$ cat src/psls_pkg.sv
// constants and types for the pfc standby / latch supervisor
// assumes a single 200 MHz clock; no other dependencies
package psls_pkg;
	localparam int unsigned CLK_HZ             = 200_000_000;
	localparam int unsigned STANDBY_CONFIRM_MS = 90;
	localparam int unsigned STANDBY_CONFIRM_CYC =
		(CLK_HZ / 1000) * STANDBY_CONFIRM_MS;
	localparam int unsigned FAULT_DELAY_MS     = 100;
	localparam int unsigned FAULT_DELAY_CYC    =
		(CLK_HZ / 1000) * FAULT_DELAY_MS;
	localparam int unsigned TIMER_W            = 32;
	localparam int unsigned SYNC_W             = 6;
	// bit positions inside the synchronised input vector
	localparam int unsigned IN_LATCH_TRIP = 0;
	localparam int unsigned IN_SENSE_LOW  = 1;
	localparam int unsigned IN_PEAK_LIMIT = 2;
	localparam int unsigned IN_SHORT      = 3;
	localparam int unsigned IN_SUPPLY_UV  = 4;
	localparam int unsigned IN_BELOW_4V   = 5;
	localparam logic [5:0] SYNC_RESET = 6'h00;

	typedef enum logic [2:0] {
		ST_STARTUP,
		ST_RUN,
		ST_FAULT_WAIT,
		ST_HICCUP,
		ST_UVLO,
		ST_LINE_LOW
	} psls_state_type;
endpackage

$ cat src/psls_timer_if.sv
// start / hold / expired handshake between supervisor and its timer
// assumes both ends share clock_in
`timescale 1ns/1ps
interface psls_timer_if;
	logic start;
	logic hold;
	logic expired;
	modport timer (input start, input hold, output expired);
	modport user  (output start, output hold, input expired);
endinterface

$ cat src/psls_supervisor.sv
// top of the pfc standby / external latch supervisor
// assumes comparator outputs arrive asynchronously; one 200 MHz clock
// What this block does
// [RQ1] latch input trip enters permanent latched fault
// [RQ2] latched: gate off, pfc off, clamp supply
// [RQ3] latch clears only when supply below 4V
// [RQ4] standby request while sense below reference
// [RQ5] request rising edge restarts confirmation timer
// [RQ6] request still high at expiry: open switch
// [RQ7] request drop closes switch at once
// [RQ8] startup: switch closes when peak flag falls
// [RQ9] short circuit: delay, then stop, hiccup
// [RQ10] hiccup never closes the pfc switch
// [RQ11] undervoltage stops pulses and pfc together
// [RQ12] line loss stops pulses, holds switch open
// [RQ13] line return runs clean startup first
// [RQ14] pfc stays off until startup completes
// [RQ15] confirmation length is a cycle parameter
// [RQ16] latched fault overrides every other mode
`timescale 1ns/1ps
module psls_supervisor #(
	parameter int unsigned STANDBY_CYC = psls_pkg::STANDBY_CONFIRM_CYC,
	parameter int unsigned FAULT_CYC   = psls_pkg::FAULT_DELAY_CYC
) (
	// clock and reset
	input  wire logic clock_in,
	input  wire logic rst_n_in,
	// comparator inputs, asynchronous
	input  wire logic latch_trip_in,
	input  wire logic standby_sense_low_in,
	input  wire logic peak_limit_in,
	input  wire logic short_fault_in,
	input  wire logic supply_uv_in,
	input  wire logic supply_below_4v_in,
	input  wire logic line_ok_in,
	// controls
	output logic      gate_drive_out,
	output logic      pfc_supply_switch_out,
	output logic      supply_clamp_out,
	// status
	output logic      standby_request_out,
	output logic      standby_confirmed_out,
	output logic      latched_out
);
	logic [psls_pkg::SYNC_W-1:0]  s1_reg;
	logic [psls_pkg::SYNC_W-1:0]  s2_reg;
	logic [psls_pkg::SYNC_W-1:0]  raw;
	logic                         line1_reg;
	logic                         line2_reg;
	logic                         req_prev_reg;
	logic                         latch_reg;
	logic [psls_pkg::TIMER_W-1:0] fault_cnt_reg;
	logic                         from_run_reg;
	psls_pkg::psls_state_type     state_reg;
	psls_pkg::psls_state_type     state_next;
	logic                         req;
	logic                         fault_done;
	psls_timer_if                 tif ();

	localparam logic [psls_pkg::TIMER_W-1:0] FAULT_LAST =
		psls_pkg::TIMER_W'(FAULT_CYC - 1);

	// packed in the bit order named by the package
	assign raw = {supply_below_4v_in, supply_uv_in, short_fault_in,
		peak_limit_in, standby_sense_low_in, latch_trip_in};

	// two flops per comparator; line_ok resets low-safe as "not ok"
	genvar g;
	generate
		for (g = 0; g < psls_pkg::SYNC_W; g++) begin : g_sync
			always_ff @(posedge clock_in) begin
				if (!rst_n_in) begin
					s1_reg[g] <= psls_pkg::SYNC_RESET[g];
					s2_reg[g] <= psls_pkg::SYNC_RESET[g];
				end else begin
					s1_reg[g] <= raw[g];
					s2_reg[g] <= s1_reg[g];
				end
			end
		end
	endgenerate

	always_ff @(posedge clock_in) begin
		if (!rst_n_in) begin
			line1_reg <= 1'b0;
			line2_reg <= 1'b0;
		end else begin
			line1_reg <= line_ok_in;
			line2_reg <= line1_reg;
		end
	end

	assign req = s2_reg[psls_pkg::IN_SENSE_LOW]; // [RQ4]

	always_ff @(posedge clock_in) begin
		if (!rst_n_in) begin
			req_prev_reg <= 1'b0;
		end else begin
			req_prev_reg <= req;
		end
	end

	// timer length set in cycles so simulation can shorten it
	assign tif.start = req && !req_prev_reg; // [RQ5]
	assign tif.hold  = req;

	psls_confirm_timer #(
		.LEN_CYC (STANDBY_CYC) // [RQ15]
	) u_timer (
		.clock_in (clock_in),
		.rst_n_in (rst_n_in),
		.tif      (tif)
	);

	// power-on reset also clears the latch; trip beats a clear
	always_ff @(posedge clock_in) begin
		if (!rst_n_in) begin
			latch_reg <= 1'b0;
		end else if (s2_reg[psls_pkg::IN_LATCH_TRIP]) begin
			latch_reg <= 1'b1; // [RQ1]
		end else if (s2_reg[psls_pkg::IN_BELOW_4V]) begin
			latch_reg <= 1'b0; // [RQ3]
		end
	end

	// counter parks on its last value, so done stays high
	assign fault_done = (fault_cnt_reg == FAULT_LAST);

	always_ff @(posedge clock_in) begin
		if (!rst_n_in || state_reg != psls_pkg::ST_FAULT_WAIT) begin
			fault_cnt_reg <= '0;
		end else if (!fault_done) begin
			fault_cnt_reg <= fault_cnt_reg + 1'b1; // [RQ9]
		end
	end

	always_comb begin
		state_next = state_reg;
		if (s2_reg[psls_pkg::IN_SUPPLY_UV]) begin
			state_next = psls_pkg::ST_UVLO; // [RQ11]
		end else if (!line2_reg) begin
			state_next = psls_pkg::ST_LINE_LOW; // [RQ12]
		end else begin
			case (state_reg)
				psls_pkg::ST_STARTUP: begin
					if (s2_reg[psls_pkg::IN_SHORT]) begin
						state_next = psls_pkg::ST_FAULT_WAIT;
					end else if (!s2_reg[psls_pkg::IN_PEAK_LIMIT]) begin
						state_next = psls_pkg::ST_RUN; // [RQ8]
					end
				end
				psls_pkg::ST_RUN: begin
					if (s2_reg[psls_pkg::IN_SHORT]) begin
						state_next = psls_pkg::ST_FAULT_WAIT;
					end
				end
				psls_pkg::ST_FAULT_WAIT: begin
					if (!s2_reg[psls_pkg::IN_SHORT]) begin
						state_next = psls_pkg::ST_STARTUP;
					end else if (fault_done) begin
						state_next = psls_pkg::ST_HICCUP; // [RQ9]
					end
				end
				psls_pkg::ST_HICCUP: begin
					// restart only through startup, which waits on the flag
					if (!s2_reg[psls_pkg::IN_SHORT]) begin
						state_next = psls_pkg::ST_STARTUP; // [RQ10]
					end
				end
				// clean restart after undervoltage or line loss
				default: state_next = psls_pkg::ST_STARTUP; // [RQ13]
			endcase
		end
	end

	always_ff @(posedge clock_in) begin
		if (!rst_n_in) begin
			state_reg <= psls_pkg::ST_STARTUP;
		end else begin
			state_reg <= state_next;
		end
	end

	// a short met in run keeps the pfc fed until the delay expires;
	// one met in startup never had it closed
	always_ff @(posedge clock_in) begin
		if (!rst_n_in || state_next != psls_pkg::ST_FAULT_WAIT) begin
			from_run_reg <= 1'b0;
		end else if (state_reg == psls_pkg::ST_RUN) begin
			from_run_reg <= 1'b1; // [RQ9]
		end
	end

	// outputs registered from next state so no extra cycle of lag
	always_ff @(posedge clock_in) begin
		if (!rst_n_in || latch_reg) begin
			gate_drive_out        <= 1'b0; // [RQ2] [RQ16]
			pfc_supply_switch_out <= 1'b0; // [RQ2] [RQ16]
		end else begin
			gate_drive_out <= state_next == psls_pkg::ST_STARTUP ||
				state_next == psls_pkg::ST_RUN ||
				state_next == psls_pkg::ST_FAULT_WAIT;
			// only run, or a delay entered from run, closes it
			pfc_supply_switch_out <= (state_next == psls_pkg::ST_RUN ||
				(state_next == psls_pkg::ST_FAULT_WAIT &&
				(state_reg == psls_pkg::ST_RUN || from_run_reg))) &&
				!(req && tif.expired); // [RQ6] [RQ7] [RQ14]
		end
	end

	always_ff @(posedge clock_in) begin
		if (!rst_n_in) begin
			supply_clamp_out      <= 1'b0;
			latched_out           <= 1'b0;
			standby_request_out   <= 1'b0;
			standby_confirmed_out <= 1'b0;
		end else begin
			supply_clamp_out      <= latch_reg; // [RQ2]
			latched_out           <= latch_reg;
			standby_request_out   <= req;
			standby_confirmed_out <= req && tif.expired;
		end
	end
endmodule

$ cat src/psls_confirm_timer.sv
// restartable confirmation timer
// assumes start is a one-cycle pulse on clock_in
`timescale 1ns/1ps
module psls_confirm_timer #(
	parameter int unsigned LEN_CYC = psls_pkg::STANDBY_CONFIRM_CYC
) (
	// clock and reset
	input  wire logic        clock_in,
	input  wire logic        rst_n_in,
	// control
	psls_timer_if.timer      tif
);
	logic [psls_pkg::TIMER_W-1:0] cnt_reg;
	logic                         done_reg;
	localparam logic [psls_pkg::TIMER_W-1:0] LAST =
		psls_pkg::TIMER_W'(LEN_CYC - 1);

	always_ff @(posedge clock_in) begin
		if (!rst_n_in || tif.start) begin
			cnt_reg <= '0; // [RQ5]
		end else if (tif.hold && !done_reg) begin
			cnt_reg <= cnt_reg + 1'b1;
		end
	end

	always_ff @(posedge clock_in) begin
		if (!rst_n_in || tif.start || !tif.hold) begin
			done_reg <= 1'b0;
		end else if (cnt_reg == LAST) begin
			done_reg <= 1'b1; // [RQ6]
		end
	end

	assign tif.expired = done_reg;
endmodule

$ cat config.mk
export PLATFORM = sky130hd
export DESIGN_NAME = psls_supervisor
export DESIGN_NICKNAME = d
export VERILOG_FILES = /design/src/psls_pkg.sv /design/src/psls_timer_if.sv /design/src/psls_supervisor.sv /design/src/psls_confirm_timer.sv
export SDC_FILE = /design/constraint.sdc
export NUM_CORES = 1
export LEC_CHECK = 0
export ABC_AREA = 0
export BUFFER_PORTS_ARGS = -buffer_cell sky130_fd_sc_hd__buf_4
export CORE_ASPECT_RATIO = 1.2
export CORE_MARGIN = 2
export CORE_UTILIZATION = 65
export DETAILED_ROUTE_END_ITERATION = 10
export PLACE_DENSITY = 0.79
export SLEW_MARGIN = 5
export SYNTH_ARGS = -nofsm -noshare
export SYNTH_HDL_FRONTEND = slang
export SYNTH_SLANG_ARGS = --single-unit
$ cat constraint.sdc
create_clock -name clock_in -period 4.9 [get_ports clock_in]
set_input_delay 0.49 -clock clock_in [delete_from_list [all_inputs] [get_ports clock_in]]
set_output_delay 0.49 -clock clock_in [all_outputs]
set_load 0.005 [all_outputs]
[Word level (Yosys, flattened, before mapping)]
Cells that the tools add are included.
Operators by class
  add/subtract/negate cells: 2
  eq/ne operators: 9
  muxes and demuxes: 11
  reduce and logical (&&, ||, !) cells: 22
Operator list (count)
  adder 32 x 1 -> 32 bit, second input constant: 2
  equality test 32 x 25 -> 1 bit, second input constant: 2
  two-way mux 3 bit: 8
  one-hot mux 3 bit (4 select lines): 1
  equality test 3 x 2 -> 1 bit, second input constant: 3
  logical OR 1 bit: 9
  equality test 3 x 1 -> 1 bit, second input constant: 2
  zero test 3 bit: 2
  != test 3 x 2 -> 1 bit, second input constant: 2
  logical AND 1 bit: 5
  zero test 1 bit: 5
  two-way mux 1 bit: 2
  nonzero test 2 bit: 1
Word-level totals
  flip-flop bits (word level): 89

[Logic depth before layout (Yosys ltp)]
Gate-level depths: netlist of the first run.
  depth in word-level cells: 10
  depth in mapped cells: 8

[Hierarchy]
Synthesis of the first run repeated with hierarchy kept, for this count alone.
Unflattened totals
  cell total of the unflattened synthesis: 433
  area, all modules: 3941.3 um2
Modules (own cells, without submodules)
  psls_supervisor: instances 1, cells an instance 250, area an instance 2336.0 um2, seq. area each 1121.1 um2
  psls_confirm_timer: instances 1, cells an instance 183, area an instance 1605.3 um2, seq. area each 660.6 um2

[Least setup slack after synthesis of the first run]
OpenSTA, ideal clock, no wires.
  path type: flip-flop to flip-flop
  start point: register fault_cnt_reg[14] (netlist bit)
  end point: register fault_cnt_reg[1] (netlist bit)
  library setup time: 0.128 ns
  data arrival time: 2.010 ns
  data required time: 4.772 ns
  path slack: 2.763 ns
  stages on the path, launching flop included: 8
  buffers on the path: 2
  clock period less this slack: 2.137 ns
  cell sequence: dfxtp_1 -> or4b_1 -> or4b_4 -> nor3_2 -> buf_6 -> buf_12 -> mux2i_1 -> nor2_1
Between the ends
  longest elaborated chain between the ends: 1
Ends and longest elaborated chain
  start, declared: line psls_supervisor.sv:52  | logic [psls_pkg::TIMER_W-1:0] fault_cnt_reg;
  start signal, assigned: line psls_supervisor.sv:133  | fault_cnt_reg <= fault_cnt_reg + 1'b1;
  equality test 32 x 25 -> 1 bit: line psls_supervisor.sv:127  | assign fault_done = (fault_cnt_reg == FAULT_LAST);
No other way between the ends.
A chain may end at the register's enable or synchronous reset.

[Final worst setup path of the first run]
  start point: register fault_cnt_reg[14] (netlist bit)
  end point: register fault_cnt_reg[7] (netlist bit)
The elaborated chain is that of the path after synthesis.

==> impl_metrics.py, run 1 <==
metrics = {
    "layout": {
        "fin_util_pct": 72.7,
        "final_cell_mix": "89 x dfxtp_1, 39 x nor2_1, 29 x a21oi_1",
        "layout_commonest_cell": "dfxtp_1",
        "area_growth_pct": 9.38,
        "n_antenna_cell": 0,
        "fin_nets": 462,
        "drive_gt1_share_pct": 10.7,
    },
    "min_path": {
        "hold_path_class": "primary input to flip-flop",
        "min_to": "s1_reg[2]$_SDFF_PN0_",
        "min_path_cells": 2,
        "hp-start": "peak_limit_in",
    },
    "clock_network": {
        "insertion_delay_ns": 0.36,
        "cts_tree": "yes",
        "post_cts_buffers": 0,
        "cts_max_level": 3,
        "postCtsHoldBufs": 0,
        "clock_tree.buffer_depth": 2,
        "cts.repair.resized": 0,
        "clkSinkCount": 89,
        "numCtsBuffers": 9,
        "cts_root_buf": "clkbuf_8",
        "clk_pin_slew_ns": 0.09,
    },
    "placed_design": {
        "gp_congestion": 0.815,
        "dpl.hpwl_um": 5300,
        "post-place-ws_ns": 2.15,
        "io_buffers": 14,
    },
    "pwr": {
        "total_leakage_power_nw": 1.39,
        "powerDensity_nw_per_um2": 319,
        "ir_drop_v": 0.000256,
    },
    "worst_setup_path": {
        "start_kind": "flip-flop",
        "worstSetupEndpointType": "flip-flop",
        "regToRegEndpoint": "fault_cnt_reg[7]$_SDFFE_PP0N_",
        "reg2reg_setup_slack_ns": 2.13,
        "cp_max_fo": 23,
        "worst-setup-path-type": "flip-flop to flip-flop",
        "r2r-start": "fault_cnt_reg[14]$_SDFFE_PP0N_",
        "cp.required_ns": 5.20,
        "crit_arrival_ns": 3.07,
        "rr_worst_depth": 5,
        "crit_start": "fault_cnt_reg[14]$_SDFFE_PP0N_",
    },
    "run": {
        "max_cap_viol_count": 0,
    },
    "logic_synthesis": {
        "yosys.area_share.simple_pct": 31.3,
        "yosysUniqueCellTypes": 52,
        "synthXorXnorAreaFrac_pct": 7.10,
        "synth-edff-count": 0,
        "synth_top_family_by_area": "simple AND/OR/NAND/NOR gates",
        "yosysWarnings": 0,
        "synth-compound-area-share_pct": 11.1,
        "post-synth-top-area-fraction_pct": 45.1,
        "synthMuxAreaShare_pct": 0.761,
        "synth_fa_ha_area_share_pct": 0.634,
        "syn_avg_cell_area_um2": 8.89,
        "async_flop_share_pct": 0,
        "synth_top_cells_by_area": "dfxtp_1 45%, xnor2_1 4.2%, nor2_1 3.7%",
        "syn_nets": 455,
        "syn_area_um2": 3950,
        "synth.yosys.seq_area_share_pct": 45.1,
        "post-synth-top-area-cell": "dfxtp_1",
        "synthCells": 444,
        "ys_ff_latch": 89,
        "ys.flop_type": "dfxtp_1",
    },
    "grt": {
        "grt_max_degree": 33,
        "grt_pass1_vias": 2891,
        "grt_pass1_wl_um": 12500,
        "grt_overflow": 0,
        "grt.total_usage_pct": 24.6,
        "antenna_found_initial": 0,
    },
    "route": {
        "vias_per_cell": 6.01,
        "drt_wl_total_um": 7690,
        "ant_nets": 0,
        "drtIter0Drc": 169,
        "drt_pass1_iterations": 5,
        "drc": 0,
        "wl_per_cell_um": 14.3,
        "num_vias": 3234,
    },
    "timing": {
        "layout_min_cycle_time_ns": 2.77,
        "skew_ns": 0.00807,
        "rsz0062_at_grt": "false",
        "setup_ws_ns": 2.13,
        "timing.slew.headroom_pct": 19.0,
        "max_freq_mhz": 360,
        "hold_violations": 0,
        "fin_crit_sh_pct": 56.6,
        "worstMarginPinSlew_ns": 1.21,
        "whs_ns": 0.325,
        "maxSlewViolCount": 0,
        "setup_viol": 0,
        "setup_tns_ns": 0,
    },
    "floorplanning": {
        "die_x_um": 75.1,
        "io_pins": 15,
        "initial_core_util_pct": 66.5,
        "core_area_um2": 5930,
        "die-area_um2": 6710,
        "die_y_um": 89.4,
        "rows": 31,
    },
    "run_status": {
        "status": "finished clean",
    },
}
## logic make-up (layout without fill, tap and decap cells)
logic type | Yosys count | in the layout
XOR/XNOR | 32 | 32
multiplexers | 3 | 3
AND/OR/NAND/NOR | 212 | 212
adder cells (fa/ha/maj) | 2 | 2
AO/OA/AOI/OAI | 73 | 73
buffers and inverters | 33 | 45
flip-flops | 89 | 89
## worst max-delay path, stage by stage (launching register included)
cell     delay (ns)
dfxtp_1        0.36
or4b_1         0.53
or4b_4         0.52
nor3_2         0.92
o21ai_0        0.23
a21oi_1        0.16
## layer usage
metal | track usage [%] | vias to the layer above | share of wire (%)
met3 | 4.17 | 16 | 2.3
met1 | 26.2 | 1538 | 42
met5 | 0 | - | 0
li1 | - | 1631 | -
met4 | 13.1 | 0 | 2.3
met2 | 45.4 | 49 | 54
## worst max path at each step
stage,to,slack (ns)
final,fault_cnt_reg[7]$_SDFFE_PP0N_,2.13
after global routing,fault_cnt_reg[7]$_SDFFE_PP0N_,1.89
after CTS,fault_cnt_reg[5]$_SDFFE_PP0N_,2.09
after detailed placement,fault_cnt_reg[5]$_SDFFE_PP0N_,2.15
after global placement,fault_cnt_reg[7]$_SDFFE_PP0N_,2.25
after floorplan,fault_cnt_reg[1]$_SDFFE_PP0N_,2.76
## synthesized netlist by cell type (10+ instances only)
| library cell | instances |
|---|---|
| dfxtp_1 | 89 |
| nand2_1 | 25 |
| a21oi_1 | 29 |
| inv_1 | 13 |
| clkbuf_1 | 15 |
| nand3_1 | 19 |
| o21ai_0 | 21 |
| xor2_1 | 13 |
| nor4_1 | 12 |
| nor2_1 | 39 |
| or3_1 | 14 |
| and3_1 | 10 |
| nand4_1 | 22 |
| and2_1 | 22 |
| xnor2_1 | 19 |
## where the power goes
part | total (mW) | switching (mW) | leakage (nW) | internal [mW]
clock | 0.614 | 0.270 | 0.124 | 0.344
combinational | 0.0276 | 0.0140 | 0.540 | 0.0136
sequential | 0.737 | 0.00571 | 0.721 | 0.731
## layout make-up
cell class                      count  area (um2)
Multi-Input combinational cell    322        2010
Sequential cell                    89        1780
Fill cell                         464        1620
Clock inverter                      7         125
Clock buffer                        9         124
Timing Repair Buffer               16         120
Tap cell                           82         103
Inverter                           13        48.8
## per-stage QoR
step           total power, mW  cell area, um2  std cells
2_1_floorplan            0.770            3950        444
3_3_place_gp             0.780            4070        522
3_5_place_dp             0.781            4070        522
4_1_cts                   1.39            4320        538
5_1_grt                   1.42            4320        538
6_report                  1.38            4320        538
Power figures use the tool's default switching activity.
==> inputs of run 2 (changes only) <==
--- a/config.mk
+++ b/config.mk
@@ -9,9 +9,9 @@
 export BUFFER_PORTS_ARGS = -buffer_cell sky130_fd_sc_hd__buf_4
 export CORE_ASPECT_RATIO = 1.2
 export CORE_MARGIN = 2
-export CORE_UTILIZATION = 65
+export CORE_UTILIZATION = 55
 export DETAILED_ROUTE_END_ITERATION = 10
-export PLACE_DENSITY = 0.79
+export PLACE_DENSITY = 0.71
 export SLEW_MARGIN = 5
 export SYNTH_ARGS = -nofsm -noshare
 export SYNTH_HDL_FRONTEND = slang
==> constraint.sdc (replaced) <==
create_clock -name clock_in -period 2.4 [get_ports clock_in]
set_input_delay 0.24 -clock clock_in [delete_from_list [all_inputs] [get_ports clock_in]]
set_output_delay 0.24 -clock clock_in [all_outputs]
set_load 0.005 [all_outputs]
==> impl_metrics.py, run 2 (synthesis gave the netlist of run 1 again) <==
metrics = {
    "clock_network": {
        "post_cts_buffers": 0,
        "postCtsHoldBufs": 0,
        "cts_root_buf": "clkbuf_8",
        "clk_pin_slew_ns": 0.10,
        "cts_max_level": 3,
        "clkSinkCount": 89,
        "numCtsBuffers": 9,
        "cts.repair.resized": 0,
        "clock_tree.buffer_depth": 2,
        "cts_tree": "yes",
        "insertion_delay_ns": 0.36,
    },
    "layout": {
        "n_antenna_cell": 0,
        "fin_nets": 465,
        "layout_commonest_cell": "dfxtp_1",
        "final_cell_mix": "89 x dfxtp_1, 39 x nor2_1, 29 x a21oi_1",
        "area_growth_pct": 9.04,
        "drive_gt1_share_pct": 11.3,
    },
    "min_path": {
        "hold_path_class": "primary input to flip-flop",
        "hp-start": "standby_sense_low_in",
    },
    "floorplanning": {
        "io_pins": 15,
        "initial_core_util_pct": 57.2,
        "die-area_um2": 7870,
        "rows": 33,
        "die_y_um": 96.8,
        "die_x_um": 81.3,
        "core_area_um2": 6900,
    },
    "pwr": {
        "powerDensity_nw_per_um2": 595,
        "total_leakage_power_nw": 1.38,
        "ir_drop_v": 0.000679,
    },
    "worst_setup_path": {
        "r2r-start": "fault_cnt_reg[14]$_SDFFE_PP0N_",
        "regToRegEndpoint": "from_run_reg$_SDFFE_PP0P_",
        "worstSetupEndpointType": "flip-flop",
        "reg2reg_setup_slack_ns": 0.16,
        "start_kind": "flip-flop",
        "cp_max_fo": 6,
        "rr_worst_depth": 5,
        "worst-setup-path-type": "flip-flop to flip-flop",
        "crit_start": "fault_cnt_reg[14]$_SDFFE_PP0N_",
        "crit_path_end": "from_run_reg$_SDFFE_PP0P_",
        "crit_arrival_ns": 2.50,
        "cp.required_ns": 2.66,
    },
    "route": {
        "drt_pass1_iterations": 4,
        "wl_per_cell_um": 13.5,
        "ant_nets": 0,
        "num_vias": 3191,
        "drtIter0Drc": 146,
        "drt_wl_total_um": 7350,
        "drc": 0,
        "vias_per_cell": 5.84,
    },
    "timing": {
        "skew_ns": 0.00844,
        "worstMarginPinSlew_ns": 0.415,
        "whs_ns": 0.0773,
        "timing.slew.headroom_pct": 72.1,
        "setup_tns_ns": 0,
        "rsz0062_at_grt": "false",
        "maxSlewViolCount": 0,
        "setup_viol": 0,
        "max_freq_mhz": 447,
        "hold_violations": 0,
        "layout_min_cycle_time_ns": 2.24,
        "fin_crit_sh_pct": 93.3,
    },
    "grt": {
        "grt_pass1_vias": 3018,
        "grt_overflow": 0,
        "antenna_found_initial": 0,
        "grt_max_degree": 33,
        "grt_pass1_wl_um": 13100,
        "grt.total_usage_pct": 20.5,
    },
    "run_status": {
        "status": "finished clean",
    },
    "placed_design": {
        "io_buffers": 14,
        "gp_congestion": 0.754,
        "dpl.hpwl_um": 5090,
    },
    "run": {
        "max_cap_viol_count": 0,
    },
}
run 2: cell count changes in the layout (fill, tap and decap cells not counted), sizes merged:
| cell | change |
|---|---|
| clkinv | -1 |
| buf | +3 |
| clkinvlp | +1 |
| bufinv | -3 |
| inv | +3 |
run 2: stage by stage:
step	area [um2]	utilization (%)	setup WS (ns)	power, mW	cells
2_1_floorplan	3950	-	0.263	1.57	444
3_3_place_gp	4110	59.6	0.211	1.59	530
3_5_place_dp	4110	59.6	0.186	1.60	530
4_1_cts	4300	62.4	0.170	2.59	546
5_1_grt	4300	62.4	0.0669	2.67	546
6_report	4300	62.4	0.161	2.56	546
run 2: worst max-delay path, cell delays in order (launching register included):
cell	delay, ns
dfxtp_1	0.35
or4b_1	0.53
or4b_4	0.51
or3_1	0.43
o21ai_0	0.22
a21oi_1	0.09
run 2: final cells by class:
| class | count | area [um2] |
|---|---|---|
| fillers | 596 | 2590 |
| multi-input cells | 322 | 2010 |
| flip-flops and latches | 89 | 1780 |
| repair buffers | 19 | 155 |
| clock buffers | 9 | 124 |
| well taps | 87 | 109 |
| clock inverters | 7 | 70.1 |
| inverters | 13 | 48.8 |
run 2: worst min path at each step:
stage	end	slack (ns)	cells after the start
after floorplan	line1_reg$_SDFF_PN0_	0.37	1
after global placement	s2_reg[0]$_SDFF_PN0_	0.41	1
after detailed placement	s2_reg[0]$_SDFF_PN0_	0.42	1
after CTS	s1_reg[1]$_SDFF_PN0_	0.06	2
after global routing	s1_reg[2]$_SDFF_PN0_	0.06	2
final	s1_reg[1]$_SDFF_PN0_	0.08	2
run 2: where the power goes:
| part | switching [mW] | total [mW] | leakage, nW | internal (mW) |
|---|---|---|---|---|
| Clock | 0.592 | 1.00 | 0.0977 | 0.410 |
| Sequential | 0.0110 | 1.50 | 0.721 | 1.49 |
| Combinational | 0.0284 | 0.0561 | 0.558 | 0.0278 |
run 2: routing by layer:
metal  GRT usage (%)  vias up  wire [um]
met3            3.36        4        229
li1                -     1636          -
met4            8.47        0         48
met2            34.8       42       3730
met1            25.0     1509       3350
met5               0        -          0
